### config.mk
export PLATFORM = sky130hd
export DESIGN_NAME = rcl_cal_loop
export DESIGN_NICKNAME = d
export VERILOG_FILES = /design/src/rcl_pkg.sv /design/src/rcl_loop_ctrl.sv /design/src/rcl_cal_loop.sv
export SDC_FILE = /design/constraint.sdc
export NUM_CORES = 1
export LEC_CHECK = 0
export BUFFER_PORTS_ARGS = -buffer_cell sky130_fd_sc_hd__buf_2
export CAP_MARGIN = 20
export CORE_MARGIN = 10
export CORE_UTILIZATION = 31
export CTS_CLUSTER_SIZE = 30
export DETAILED_ROUTE_END_ITERATION = 10
export GPL_TIMING_DRIVEN = 0
export SYNTH_ARGS = -nofsm -noshare
export SYNTH_HDL_FRONTEND = slang
export SYNTH_HIERARCHICAL = 1
export SYNTH_SLANG_ARGS = --single-unit
### constraint.sdc
create_clock -name REF_CLK_IN -period 2.4 [get_ports REF_CLK_IN]
set_clock_uncertainty 0.05 [all_clocks]
set_input_delay 0.72 -clock REF_CLK_IN [delete_from_list [all_inputs] [get_ports REF_CLK_IN]]
set_output_delay 0.72 -clock REF_CLK_IN [all_outputs]
set_load 0.03 [all_outputs]
### src/rcl_pkg.sv
// Package: register map, field layout, reset values and types for the cal/loop block
package rcl_pkg;
    localparam logic [15:0] ADDR_CAL_CTRL = 16'hdf14;
    localparam logic [15:0] ADDR_FOC_CFG = 16'hdf15;
    localparam logic [15:0] ADDR_CLKREC_CFG = 16'hdf16;
    localparam logic [7:0] CAL_CTRL_RESET = 8'h04;
    localparam logic [7:0] FOC_CFG_RESET = 8'h76;
    localparam logic [7:0] CLKREC_CFG_RESET = 8'h6c;
    localparam logic [7:0] CAL_CTRL_MASK = 8'h3f;
    localparam logic [7:0] FOC_CFG_MASK = 8'h7f;
    localparam logic [7:0] CLKREC_CFG_MASK = 8'hff;
    localparam int CAL_MODE_LSB = 4;
    localparam int FOC_GATE_BIT = 5;
    localparam int FOC_PRE_LSB = 3;
    localparam int FOC_POST_BIT = 2;
    localparam int FOC_LIM_LSB = 0;
    localparam int CR_KI_LSB = 6;
    localparam int CR_KP_LSB = 4;
    localparam int CR_POST_KI_BIT = 3;
    localparam int CR_POST_KP_BIT = 2;
    localparam int CR_LIM_LSB = 0;
    localparam logic [1:0] CAL_NEVER = 2'h0;
    localparam logic [1:0] CAL_ON_START = 2'h1;
    localparam logic [1:0] CAL_ON_RETURN = 2'h2;
    localparam logic [1:0] CAL_EVERY_4TH = 2'h3;
    localparam logic [1:0] RETURN_COUNT_LAST = 2'h3;

    // Gain codes: multiples of K in half-K units (K = 2)
    typedef logic [3:0] rcl_gain_t;
    localparam rcl_gain_t GAIN_HALF_K = 4'h1;
    localparam rcl_gain_t GAIN_ONE_K = 4'h2;

    typedef enum logic [1:0] {
        RCL_IDLE,
        RCL_RX,
        RCL_TX,
        RCL_SYNTH_ON_TX_READY_STATE
    } rcl_radio_e;

    typedef struct packed {
        logic run;
        rcl_gain_t gain_a;
        rcl_gain_t gain_b;
        logic [1:0] limit;
    } rcl_loop_s;
endpackage : rcl_pkg

### src/rcl_loop_ctrl.sv
// One tracking loop's gain, limit and freeze selection
`timescale 1ns/100ps
module rcl_loop_ctrl
    import rcl_pkg::*;
(
    input wire logic clk_in,
    input wire logic rst_in,
    input wire logic [1:0] pre_a_in,
    input wire logic [1:0] pre_b_in,
    input wire logic post_a_in,
    input wire logic post_b_in,
    input wire logic post_b_halves_in,
    input wire logic [1:0] limit_in,
    input wire logic synced_in,
    input wire logic frozen_in,
    output rcl_loop_s loop_out
);
    rcl_gain_t pre_a;
    rcl_gain_t pre_b;
    rcl_loop_s loop_next;

    // Pre-sync gain: code n gives (n+1) K
    assign pre_a = rcl_gain_t'({2'h0, pre_a_in} + 4'h1) << 1;
    assign pre_b = rcl_gain_t'({2'h0, pre_b_in} + 4'h1) << 1;

    always_comb begin
        loop_next.run = !frozen_in && (limit_in != 2'h0);
        loop_next.limit = limit_in;
        loop_next.gain_a = (synced_in && post_a_in) ? GAIN_HALF_K : pre_a;
        if (synced_in && post_b_in) begin
            loop_next.gain_b = post_b_halves_in ? GAIN_HALF_K : GAIN_ONE_K;
        end else begin
            loop_next.gain_b = pre_b;
        end
    end

    always_ff @(posedge clk_in) begin
        if (rst_in) begin
            loop_out <= '0;
        end else begin
            loop_out <= loop_next;
        end
    end
endmodule : rcl_loop_ctrl

### src/rcl_cal_loop.sv
// Top: synth calibration scheduling and tracking loop configuration
//
// Chosen here: the strobed register port.
`timescale 1ns/100ps
module rcl_cal_loop
    import rcl_pkg::*;
(
    input wire logic REF_CLK_IN,
    input wire logic SRST_IN,
    input wire logic [15:0] ADDR_IN,
    input wire logic [7:0] WDATA_IN,
    input wire logic WR_IN,
    input wire logic RD_IN,
    output logic [7:0] RDATA_OUT,
    input wire logic CAL_STROBE_IN,
    input wire logic [1:0] RADIO_STATE_IN,
    input wire logic AUTO_RETURN_IN,
    input wire logic CARRIER_SENSE_IN,
    input wire logic SYNC_FOUND_IN,
    input wire logic SEARCH_START_IN,
    output logic CAL_START_OUT,
    output logic [3:0] RETURN_COUNT_OUT,
    output rcl_loop_s FREQ_LOOP_OUT,
    output rcl_loop_s CLKREC_LOOP_OUT
);
    logic [7:0] cal_ctrl_reg;
    logic [7:0] foc_cfg_reg;
    logic [7:0] clkrec_cfg_reg;
    logic [1:0] prev_state_reg;
    logic [1:0] return_cnt_reg;
    logic synced_reg;
    logic carrier_seen_reg;
    logic frozen;
    logic leave_idle;
    logic cal_next;
    logic [1:0] cal_mode;

    ////////////////////////////////////////////////////////////////////////
    // Register writes
    always_ff @(posedge REF_CLK_IN) begin
        if (SRST_IN) begin
            cal_ctrl_reg <= CAL_CTRL_RESET;
            foc_cfg_reg <= FOC_CFG_RESET;
            clkrec_cfg_reg <= CLKREC_CFG_RESET;
        end else if (WR_IN) begin
            // Bit 6 is stored as written except at ADDR_CAL_CTRL, whose mask clears it; FOC_CFG_RESET and CLKREC_CFG_RESET set it to one
            case (ADDR_IN)
                ADDR_CAL_CTRL: cal_ctrl_reg <= WDATA_IN & CAL_CTRL_MASK;
                ADDR_FOC_CFG: foc_cfg_reg <= WDATA_IN & FOC_CFG_MASK;
                ADDR_CLKREC_CFG: clkrec_cfg_reg <= WDATA_IN & CLKREC_CFG_MASK;
                default: ;
            endcase
        end
    end

    // Read data one cycle later; unmapped reads zero
    always_ff @(posedge REF_CLK_IN) begin
        if (SRST_IN) begin
            RDATA_OUT <= 8'h00;
        end else if (RD_IN) begin
            case (ADDR_IN)
                ADDR_CAL_CTRL: RDATA_OUT <= cal_ctrl_reg;
                ADDR_FOC_CFG: RDATA_OUT <= foc_cfg_reg;
                ADDR_CLKREC_CFG: RDATA_OUT <= clkrec_cfg_reg;
                default: RDATA_OUT <= 8'h00;
            endcase
        end else begin
            RDATA_OUT <= 8'h00;
        end
    end

    ////////////////////////////////////////////////////////////////////////
    // Calibration scheduling
    assign cal_mode = cal_ctrl_reg[CAL_MODE_LSB +: 2];
    assign leave_idle = (prev_state_reg == RCL_IDLE) && (RADIO_STATE_IN != RCL_IDLE);

    always_ff @(posedge REF_CLK_IN) begin
        if (SRST_IN) begin
            prev_state_reg <= RCL_IDLE;
        end else begin
            prev_state_reg <= RADIO_STATE_IN;
        end
    end

    // Counts automatic returns in CAL_EVERY_4TH mode only, held at zero otherwise; wraps after the fourth
    always_ff @(posedge REF_CLK_IN) begin
        if (SRST_IN) begin
            return_cnt_reg <= 2'h0;
        end else if (cal_mode != CAL_EVERY_4TH) begin
            return_cnt_reg <= 2'h0;
        end else if (AUTO_RETURN_IN) begin
            return_cnt_reg <= return_cnt_reg + 2'h1;
        end
    end

    always_comb begin
        cal_next = CAL_STROBE_IN;
        case (cal_mode)
            CAL_NEVER: cal_next = CAL_STROBE_IN;
            CAL_ON_START: cal_next = CAL_STROBE_IN || leave_idle;
            CAL_ON_RETURN: cal_next = CAL_STROBE_IN || AUTO_RETURN_IN;
            CAL_EVERY_4TH: begin
                cal_next = CAL_STROBE_IN
                    || (AUTO_RETURN_IN && return_cnt_reg == RETURN_COUNT_LAST);
            end
            default: cal_next = CAL_STROBE_IN;
        endcase
    end

    always_ff @(posedge REF_CLK_IN) begin
        if (SRST_IN) begin
            CAL_START_OUT <= 1'b0;
            RETURN_COUNT_OUT <= 4'h0;
        end else begin
            CAL_START_OUT <= cal_next;
            RETURN_COUNT_OUT <= {2'h0, return_cnt_reg};
        end
    end

    ////////////////////////////////////////////////////////////////////////
    // Sync and carrier tracking; a sync seen beside a search start is kept
    always_ff @(posedge REF_CLK_IN) begin
        if (SRST_IN) begin
            synced_reg <= 1'b0;
        end else if (SYNC_FOUND_IN) begin
            synced_reg <= 1'b1;
        end else if (SEARCH_START_IN) begin
            synced_reg <= 1'b0;
        end
    end

    always_ff @(posedge REF_CLK_IN) begin
        if (SRST_IN) begin
            carrier_seen_reg <= 1'b0;
        end else if (CARRIER_SENSE_IN) begin
            carrier_seen_reg <= 1'b1;
        end else if (SEARCH_START_IN) begin
            carrier_seen_reg <= 1'b0;
        end
    end

    assign frozen = foc_cfg_reg[FOC_GATE_BIT] && !carrier_seen_reg && !CARRIER_SENSE_IN;

    ////////////////////////////////////////////////////////////////////////
    // Loop controls: frequency uses gain_a only; clock recovery a=KI, b=KP
    rcl_loop_ctrl u_freq (
        .clk_in(REF_CLK_IN),
        .rst_in(SRST_IN),
        .pre_a_in(foc_cfg_reg[FOC_PRE_LSB +: 2]),
        .pre_b_in(2'h0),
        .post_a_in(foc_cfg_reg[FOC_POST_BIT]),
        .post_b_in(1'b0),
        .post_b_halves_in(1'b0),
        .limit_in(foc_cfg_reg[FOC_LIM_LSB +: 2]),
        .synced_in(synced_reg),
        .frozen_in(frozen),
        .loop_out(FREQ_LOOP_OUT)
    );

    rcl_loop_ctrl u_clkrec (
        .clk_in(REF_CLK_IN),
        .rst_in(SRST_IN),
        .pre_a_in(clkrec_cfg_reg[CR_KI_LSB +: 2]),
        .pre_b_in(clkrec_cfg_reg[CR_KP_LSB +: 2]),
        .post_a_in(clkrec_cfg_reg[CR_POST_KI_BIT]),
        .post_b_in(clkrec_cfg_reg[CR_POST_KP_BIT]),
        .post_b_halves_in(1'b0),
        .limit_in(clkrec_cfg_reg[CR_LIM_LSB +: 2]),
        .synced_in(synced_reg),
        .frozen_in(frozen),
        .loop_out(CLKREC_LOOP_OUT)
    );

    ////////////////////////////////////////////////////////////////////////
    // Checks
    property p_never_auto;
        @(posedge REF_CLK_IN) disable iff (SRST_IN)
        (cal_mode == CAL_NEVER && !CAL_STROBE_IN) |=> !CAL_START_OUT;
    endproperty
    a_never_auto: assert property (p_never_auto) else $error("auto cal in mode 00");

    property p_start_cal;
        @(posedge REF_CLK_IN) disable iff (SRST_IN)
        (cal_mode == CAL_ON_START && leave_idle) |=> CAL_START_OUT;
    endproperty
    a_start_cal: assert property (p_start_cal) else $error("no cal leaving idle");

    property p_return_cal;
        @(posedge REF_CLK_IN) disable iff (SRST_IN)
        (cal_mode == CAL_ON_RETURN && AUTO_RETURN_IN) |=> CAL_START_OUT;
    endproperty
    a_return_cal: assert property (p_return_cal) else $error("no cal on return");

    property p_fourth;
        @(posedge REF_CLK_IN) disable iff (SRST_IN)
        (cal_mode == CAL_EVERY_4TH && AUTO_RETURN_IN && !CAL_STROBE_IN)
            |=> (CAL_START_OUT == ($past(return_cnt_reg) == RETURN_COUNT_LAST));
    endproperty
    a_fourth: assert property (p_fourth) else $error("wrong fourth-return cal");

    property p_nibble;
        @(posedge REF_CLK_IN) $past(SRST_IN) |-> cal_ctrl_reg[3:0] == 4'h4;
    endproperty
    a_nibble: assert property (p_nibble) else $error("cal nibble reset wrong");

    property p_freeze;
        @(posedge REF_CLK_IN) disable iff (SRST_IN)
        frozen |=> !FREQ_LOOP_OUT.run && !CLKREC_LOOP_OUT.run;
    endproperty
    a_freeze: assert property (p_freeze) else $error("loop ran while gated");

    property p_freq_post;
        @(posedge REF_CLK_IN) disable iff (SRST_IN)
        (synced_reg && foc_cfg_reg[FOC_POST_BIT]) |=> FREQ_LOOP_OUT.gain_a == GAIN_HALF_K;
    endproperty
    a_freq_post: assert property (p_freq_post) else $error("freq post gain wrong");

    property p_kp_post;
        @(posedge REF_CLK_IN) disable iff (SRST_IN)
        (synced_reg && clkrec_cfg_reg[CR_POST_KP_BIT]) |=> CLKREC_LOOP_OUT.gain_b == GAIN_ONE_K;
    endproperty
    a_kp_post: assert property (p_kp_post) else $error("KP post gain wrong");

    property p_search;
        @(posedge REF_CLK_IN) disable iff (SRST_IN)
        (SEARCH_START_IN && !SYNC_FOUND_IN) |=> !synced_reg ##1 (FREQ_LOOP_OUT.gain_a
            == (rcl_gain_t'({2'h0, $past(foc_cfg_reg[FOC_PRE_LSB +: 2])} + 4'h1) << 1));
    endproperty
    a_search: assert property (p_search) else $error("no pre-sync after search");

    property p_limit_off;
        @(posedge REF_CLK_IN) disable iff (SRST_IN)
        (clkrec_cfg_reg[CR_LIM_LSB +: 2] == 2'h0) |=> !CLKREC_LOOP_OUT.run;
    endproperty
    a_limit_off: assert property (p_limit_off) else $error("rate comp not off");

    property p_freq_pre;
        @(posedge REF_CLK_IN) disable iff (SRST_IN)
        !synced_reg |=> FREQ_LOOP_OUT.gain_a
            == rcl_gain_t'({1'b0, $past(foc_cfg_reg[FOC_PRE_LSB +: 2]), 1'b0} + 4'h2);
    endproperty
    a_freq_pre: assert property (p_freq_pre) else $error("freq pre gain wrong");

    property p_freq_same;
        @(posedge REF_CLK_IN) disable iff (SRST_IN)
        (synced_reg && !foc_cfg_reg[FOC_POST_BIT]) |=> FREQ_LOOP_OUT.gain_a
            == rcl_gain_t'({1'b0, $past(foc_cfg_reg[FOC_PRE_LSB +: 2]), 1'b0} + 4'h2);
    endproperty
    a_freq_same: assert property (p_freq_same) else $error("freq post same wrong");

    property p_freq_off;
        @(posedge REF_CLK_IN) disable iff (SRST_IN)
        (foc_cfg_reg[FOC_LIM_LSB +: 2] == 2'h0) |=> !FREQ_LOOP_OUT.run;
    endproperty
    a_freq_off: assert property (p_freq_off) else $error("freq comp not off");

    property p_freq_limit;
        @(posedge REF_CLK_IN) disable iff (SRST_IN)
        1'b1 |=> FREQ_LOOP_OUT.limit == $past(foc_cfg_reg[FOC_LIM_LSB +: 2]);
    endproperty
    a_freq_limit: assert property (p_freq_limit) else $error("freq limit wrong");

    property p_ki_pre;
        @(posedge REF_CLK_IN) disable iff (SRST_IN)
        !synced_reg |=> CLKREC_LOOP_OUT.gain_a
            == rcl_gain_t'({1'b0, $past(clkrec_cfg_reg[CR_KI_LSB +: 2]), 1'b0} + 4'h2);
    endproperty
    a_ki_pre: assert property (p_ki_pre) else $error("KI pre gain wrong");

    property p_kp_pre;
        @(posedge REF_CLK_IN) disable iff (SRST_IN)
        !synced_reg |=> CLKREC_LOOP_OUT.gain_b
            == rcl_gain_t'({1'b0, $past(clkrec_cfg_reg[CR_KP_LSB +: 2]), 1'b0} + 4'h2);
    endproperty
    a_kp_pre: assert property (p_kp_pre) else $error("KP pre gain wrong");

    property p_ki_post;
        @(posedge REF_CLK_IN) disable iff (SRST_IN)
        (synced_reg && clkrec_cfg_reg[CR_POST_KI_BIT]) |=> CLKREC_LOOP_OUT.gain_a == GAIN_HALF_K;
    endproperty
    a_ki_post: assert property (p_ki_post) else $error("KI post gain wrong");

    property p_rate_limit;
        @(posedge REF_CLK_IN) disable iff (SRST_IN)
        1'b1 |=> CLKREC_LOOP_OUT.limit == $past(clkrec_cfg_reg[CR_LIM_LSB +: 2]);
    endproperty
    a_rate_limit: assert property (p_rate_limit) else $error("rate limit wrong");

    property p_gate_open;
        @(posedge REF_CLK_IN) disable iff (SRST_IN)
        (!foc_cfg_reg[FOC_GATE_BIT] && clkrec_cfg_reg[CR_LIM_LSB +: 2] != 2'h0)
            |=> CLKREC_LOOP_OUT.run;
    endproperty
    a_gate_open: assert property (p_gate_open) else $error("loop idle without gate");

    property p_sync;
        @(posedge REF_CLK_IN) disable iff (SRST_IN)
        SYNC_FOUND_IN |=> synced_reg;
    endproperty
    a_sync: assert property (p_sync) else $error("sync not taken");

    property p_strobe;
        @(posedge REF_CLK_IN) disable iff (SRST_IN)
        CAL_STROBE_IN |=> CAL_START_OUT;
    endproperty
    a_strobe: assert property (p_strobe) else $error("strobe did not calibrate");
endmodule : rcl_cal_loop

==> results.json, run 1 <==
{
  "status": "completed",
  "relSlewSlack": 0.646,
  "hold_buffers": 0,
  "wl_per_cell_um": 14.1,
  "first_pass_iters": 5,
  "die_w_um": 105,
  "syn_inst": 235,
  "dpl.hpwl_um": 4490,
  "ys_async_sr_fraction": 0,
  "rows": 31,
  "grt_pass1_wl_um": 10100,
  "layout.nets": 364,
  "num_vias": 2029,
  "start_util": 0.315,
  "fill_cells": 752,
  "diodes": 0,
  "cp_max_fo": 8,
  "fin_tns_setup_ns": 0,
  "top_regs": "u_clkrec/loop_out x11, u_freq/loop_out x11",
  "io_buffers": 67,
  "startpoint_type": "input pin",
  "cts-root-buf": "clkbuf_8",
  "postCtsSetupBuffers": 0,
  "track_usage": 0.114,
  "path_clk_slew_ns": 0.06,
  "max_stage_delay_ns": 0.52,
  "powerDensity_nw_per_um2": 691,
  "ant_nets": 0,
  "cts_resized": 0,
  "cp_common_cell": "buf_2",
  "grt_max_degree": 19,
  "crit_chain": "buf_2 -> or4b_4 -> buf_6 -> or4_1 -> buf_2 -> o21ai_1 -> nand3_1",
  "ys.flop_type": "dfxtp_1",
  "cap_violations": 0,
  "path_class": "in -> reg",
  "drv_slew": 0,
  "crit_path_top_delay_cell": "or4b_4",
  "r2r_start": "return_cnt_reg[0]",
  "gp_congestion": 0.867,
  "hold_slack_ns": 0.430,
  "total_power_w": 0.00204,
  "synth.top_cell.area_share": 0.531,
  "rr_endpoint": "CAL_START_OUT",
  "dp.cells": 412,
  "numClockSinks": 60,
  "core-area_um2": 7180,
  "reg2regPathDepth": 4,
  "cts_made_buffers": 9,
  "min_period_ns": 2.26,
  "clock_path_buffers": 2,
  "htreeDepth": 3,
  "max_freq_mhz": 443,
  "die-area_um2": 11100,
  "holdCritStartpoint": "foc_cfg_reg[3]",
  "drt_iter0_markers": 124,
  "io_pins": 70,
  "cts_tree": "yes",
  "crit_arrival_ns": 2.40,
  "cpLargestDelayFamily": "simple AND/OR/NAND/NOR gates",
  "antenna_found_initial": 0,
  "yosysUniqueCellTypes": 40,
  "drt-total-wl_um": 6060,
  "crit_required_ns": 2.54,
  "die_y_um": 105,
  "hold_viol": 0,
  "area_delta_synth_final_pct": 30.3,
  "synth_edf_count": 0,
  "drc": 0,
  "p_leak_nw": 1.25,
  "yosysMostFrequentCell": "dfxtp_1",
  "clkLatencyLatePin_ns": 0.34,
  "hold_end": "u_freq/loop_out[7]",
  "tightest_slew_ns": 0.531,
  "synth_area_leaders": "dfxtp_1, nand3_1, a21oi_1",
  "reg2reg_setup_slack_ns": 1.30,
  "yosysWarnings": 6,
  "yosysTopAreaCell": "dfxtp_1",
  "layout-drive-gt1-share": 0.286,
  "end_kind": "register",
  "rsz0062_at_grt": "false",
  "ys_ff_latch": 60,
  "fin_crit_sh": 0.941,
  "syn_avg_cell_area_um2": 9.63,
  "overflow": 0,
  "synth-seq-area-share": 0.531,
  "via_per_inst": 4.74,
  "critPathBufInv": 3,
  "whs_path_depth": 1,
  "synth_common_cells": "dfxtp_1, nand3_1, a21oi_1",
  "grt_pass1_vias": 2122,
  "final_cells": 428,
  "setup_violations": 0,
  "vdd_ir_drop_max_uv": 214,
  "hp-class": "reg -> reg",
  "synth_area_um2": 2260
}
==> placed cells by master, fill, tap and decap left out, drive strengths merged, types with 8 or more instances in the layout <==
cell     n
and2     8
buf     76
o21ai   22
dfxtp   60
clkbuf  16
nor2    11
conb    12
nand2   10
a21oi   22
nor2b   11
nand3   30
==> power breakdown <==
group	switching, W	internal [W]
sequential	0.00000675	0.00101
combinational	0.0000974	0.0000538
clock	0.000389	0.000474
==> worst max path at each step <==
stage / start / cells after the start / end / slack (ns)
2_1_floorplan: ADDR_IN[5] / 6 / clkrec_cfg_reg[2] / 0.04
3_3_place_gp: ADDR_IN[5] / 7 / RDATA_OUT[1] / -0.26
3_5_place_dp: ADDR_IN[5] / 7 / RDATA_OUT[1] / -0.21
4_1_cts: ADDR_IN[5] / 7 / RDATA_OUT[1] / 0.15
5_1_grt: ADDR_IN[5] / 7 / RDATA_OUT[1] / 0.008
6_report: ADDR_IN[5] / 7 / clkrec_cfg_reg[2] / 0.14
==> logic make-up after synthesis <==
| logic type | after synthesis | share of synthesized area |
|---|---|---|
| simple gates | 96 | 0.261 |
| flops | 60 | 0.531 |
| compound gates | 54 | 0.133 |
| buf+inv | 17 | 0.0371 |
| fa+ha+maj | 5 | 0.0277 |
| other cells | 1 | 0.00166 |
| xor+xnor | 1 | 0.00387 |
| mux | 1 | 0.00442 |
==> per-layer routing <==
layer	up-vias	global-route usage	wire [um]	share of wire
met5	-	0	0	0
met4	0	0.0725	91	0.015
met3	9	0.0414	528	0.087
met2	89	0.180	2870	0.47
met1	923	0.129	2570	0.42
li1	1008	-	-	-
==> metrics by stage <==
stage	cell area [um^2]	util	setup WS [ns]
floorplan	2300	-	0.0408
global placement	2760	0.385	-0.263
detailed placement	2760	0.385	-0.214
CTS	2950	0.411	0.148
global route	2950	0.411	0.00812
finish	2950	0.411	0.143
==> layout make-up <==
| cell class | instances | area, um^2 | area share |
|---|---|---|---|
| timing repair buffer | 67 | 335 | 0.114 |
| tap | 99 | 124 | 0.0420 |
| clock inverter | 5 | 52.6 | 0.0178 |
| sequential | 60 | 1200 | 0.408 |
| multi-input combinational | 169 | 1020 | 0.346 |
| inverter | 3 | 11.3 | 0.00382 |
| buffer | 14 | 72.6 | 0.0246 |
| clock buffer | 11 | 131 | 0.0446 |
Power figures use the tool's default switching activity.
==> run 2: changes to the inputs <==
CTS_BUF_LIST = sky130_fd_sc_hd__clkbuf_4   (was default)
==> run 2 against run 1 <==
  * Clock power is 18% lower
  * Flip-flop and latch count stayed put
  * First-iteration DRC count is 5.6% lower
  * Final area is 1.7% lower
  * Critical path type unchanged
==> results.json, run 2 (synthesis gave the netlist of run 1 again) <==
{
  "max_freq_mhz": 453,
  "cp_max_fo": 10,
  "cp_common_cell": "buf_2",
  "reg2regPathDepth": 4,
  "max_stage_delay_ns": 0.52,
  "powerDensity_nw_per_um2": 648,
  "via_per_inst": 4.76,
  "top_regs": "u_clkrec/loop_out x11, u_freq/loop_out x11",
  "wl_per_cell_um": 14.3,
  "grt_pass1_vias": 2129,
  "min_period_ns": 2.21,
  "hold_viol": 0,
  "crit_path_top_delay_cell": "or4b_4",
  "clkLatencyLatePin_ns": 0.41,
  "hp-class": "reg -> reg",
  "postCtsSetupBuffers": 0,
  "rows": 31,
  "layout.nets": 364,
  "drc": 0,
  "drv_slew": 0,
  "gp_congestion": 0.867,
  "final_cell_mix": "buf_2, dfxtp_1, nand3_1, a21oi_1, o21ai_1",
  "fin_crit_sh": 0.920,
  "area_delta_synth_final_pct": 28.1,
  "cts-root-buf": "clkbuf_4",
  "tightest_slew_ns": 0.536,
  "die_y_um": 105,
  "final_common_cell": "buf_2",
  "dpl.hpwl_um": 4490,
  "numClockSinks": 60,
  "vdd_ir_drop_max_uv": 191,
  "status": "completed",
  "ant_nets": 0,
  "path_class": "in -> reg",
  "setup_violations": 0,
  "layout-drive-gt1-share": 0.292,
  "first_pass_iters": 5,
  "cts_made_buffers": 9,
  "path_clk_slew_ns": 0.10,
  "whs_path_depth": 2,
  "drt_iter0_markers": 117,
  "grt_pass1_wl_um": 10100,
  "die-area_um2": 11100,
  "cts_resized": 0,
  "end_kind": "register",
  "crit_required_ns": 2.68,
  "hold_slack_ns": 0.433,
  "hold_buffers": 0,
  "start_util": 0.315,
  "io_pins": 70,
  "die_w_um": 105,
  "cap_violations": 0,
  "core-area_um2": 7180,
  "crit_chain": "buf_2 -> or4b_4 -> buf_6 -> nor4_2 -> buf_2 -> a22oi_1 -> a21oi_1",
  "antenna_found_initial": 0,
  "overflow": 0,
  "diodes": 0,
  "htreeDepth": 3,
  "io_buffers": 67,
  "rsz0062_at_grt": "false",
  "drt-total-wl_um": 6110,
  "clock_path_buffers": 2,
  "startpoint_type": "input pin",
  "relSlewSlack": 0.643,
  "crit_arrival_ns": 2.49,
  "grt_max_degree": 19,
  "fin_util": 0.404,
  "num_vias": 2037,
  "cts_tree": "yes",
  "p_leak_nw": 1.24,
  "track_usage": 0.114
}
-- run 2: cell counts in the layout (fill, tap and decap cells not counted) --
Identical to the previous run, type by type.
-- run 2: worst paths after layout --
path / start / slack, ns / end
max: ADDR_IN[5] / 0.19 / RDATA_OUT[3]
min: foc_cfg_reg[4] / 0.43 / RDATA_OUT[4]
max reg2reg: return_cnt_reg[0] / 1.30 / CAL_START_OUT
min reg2reg: foc_cfg_reg[4] / 0.43 / RDATA_OUT[4]
-- run 2: layout make-up --
cell class	instances	area [um^2]
Clock inverter	5	52.6
Buffer	14	72.6
Fill cell	756	4280
Sequential cell	60	1200
Inverter	3	11.3
Clock buffer	11	82.6
Tap cell	99	124
Timing Repair Buffer	67	335
Multi-Input combinational cell	169	1020
-- run 2: report_power, final --
part	internal, W	switching (W)	total [W]	leakage, nW
combinational	0.0000538	0.0000972	0.000151	0.672
sequential	0.00101	0.00000679	0.00102	0.489
clock	0.000336	0.000371	0.000707	0.0766
total	0.00140	0.000475	0.00188	1.24
-- run 2: worst max-delay path: cells and delay by family --
kind	cells	cell delay, ns
and+or+nand+nor	2	0.90
AOI/OAI and AO/OA	2	0.31
buffers and inverters	3	0.55
-- run 2: per-layer routing --
metal / GRT usage / vias to the layer above / wire length [um]
met5: 0 / - / 0
met4: 0.0696 / 0 / 159
met3: 0.0414 / 18 / 482
met2: 0.180 / 90 / 2850
met1: 0.129 / 914 / 2620
li1: - / 1015 / -
-- run 2: metrics by stage --
step	cells	power, W	TNS, ns	area (um^2)	setup WS (ns)
6_report	428	0.00188	0	2900	0.191
2_1_floorplan	246	0.00113	0	2300	0.0408
3_5_place_dp	412	0.00120	-3.72	2760	-0.214
4_1_cts	428	0.00190	0	2900	0.228
3_3_place_gp	412	0.00119	-4.12	2760	-0.263
5_1_grt	428	0.00197	0	2900	0.0890
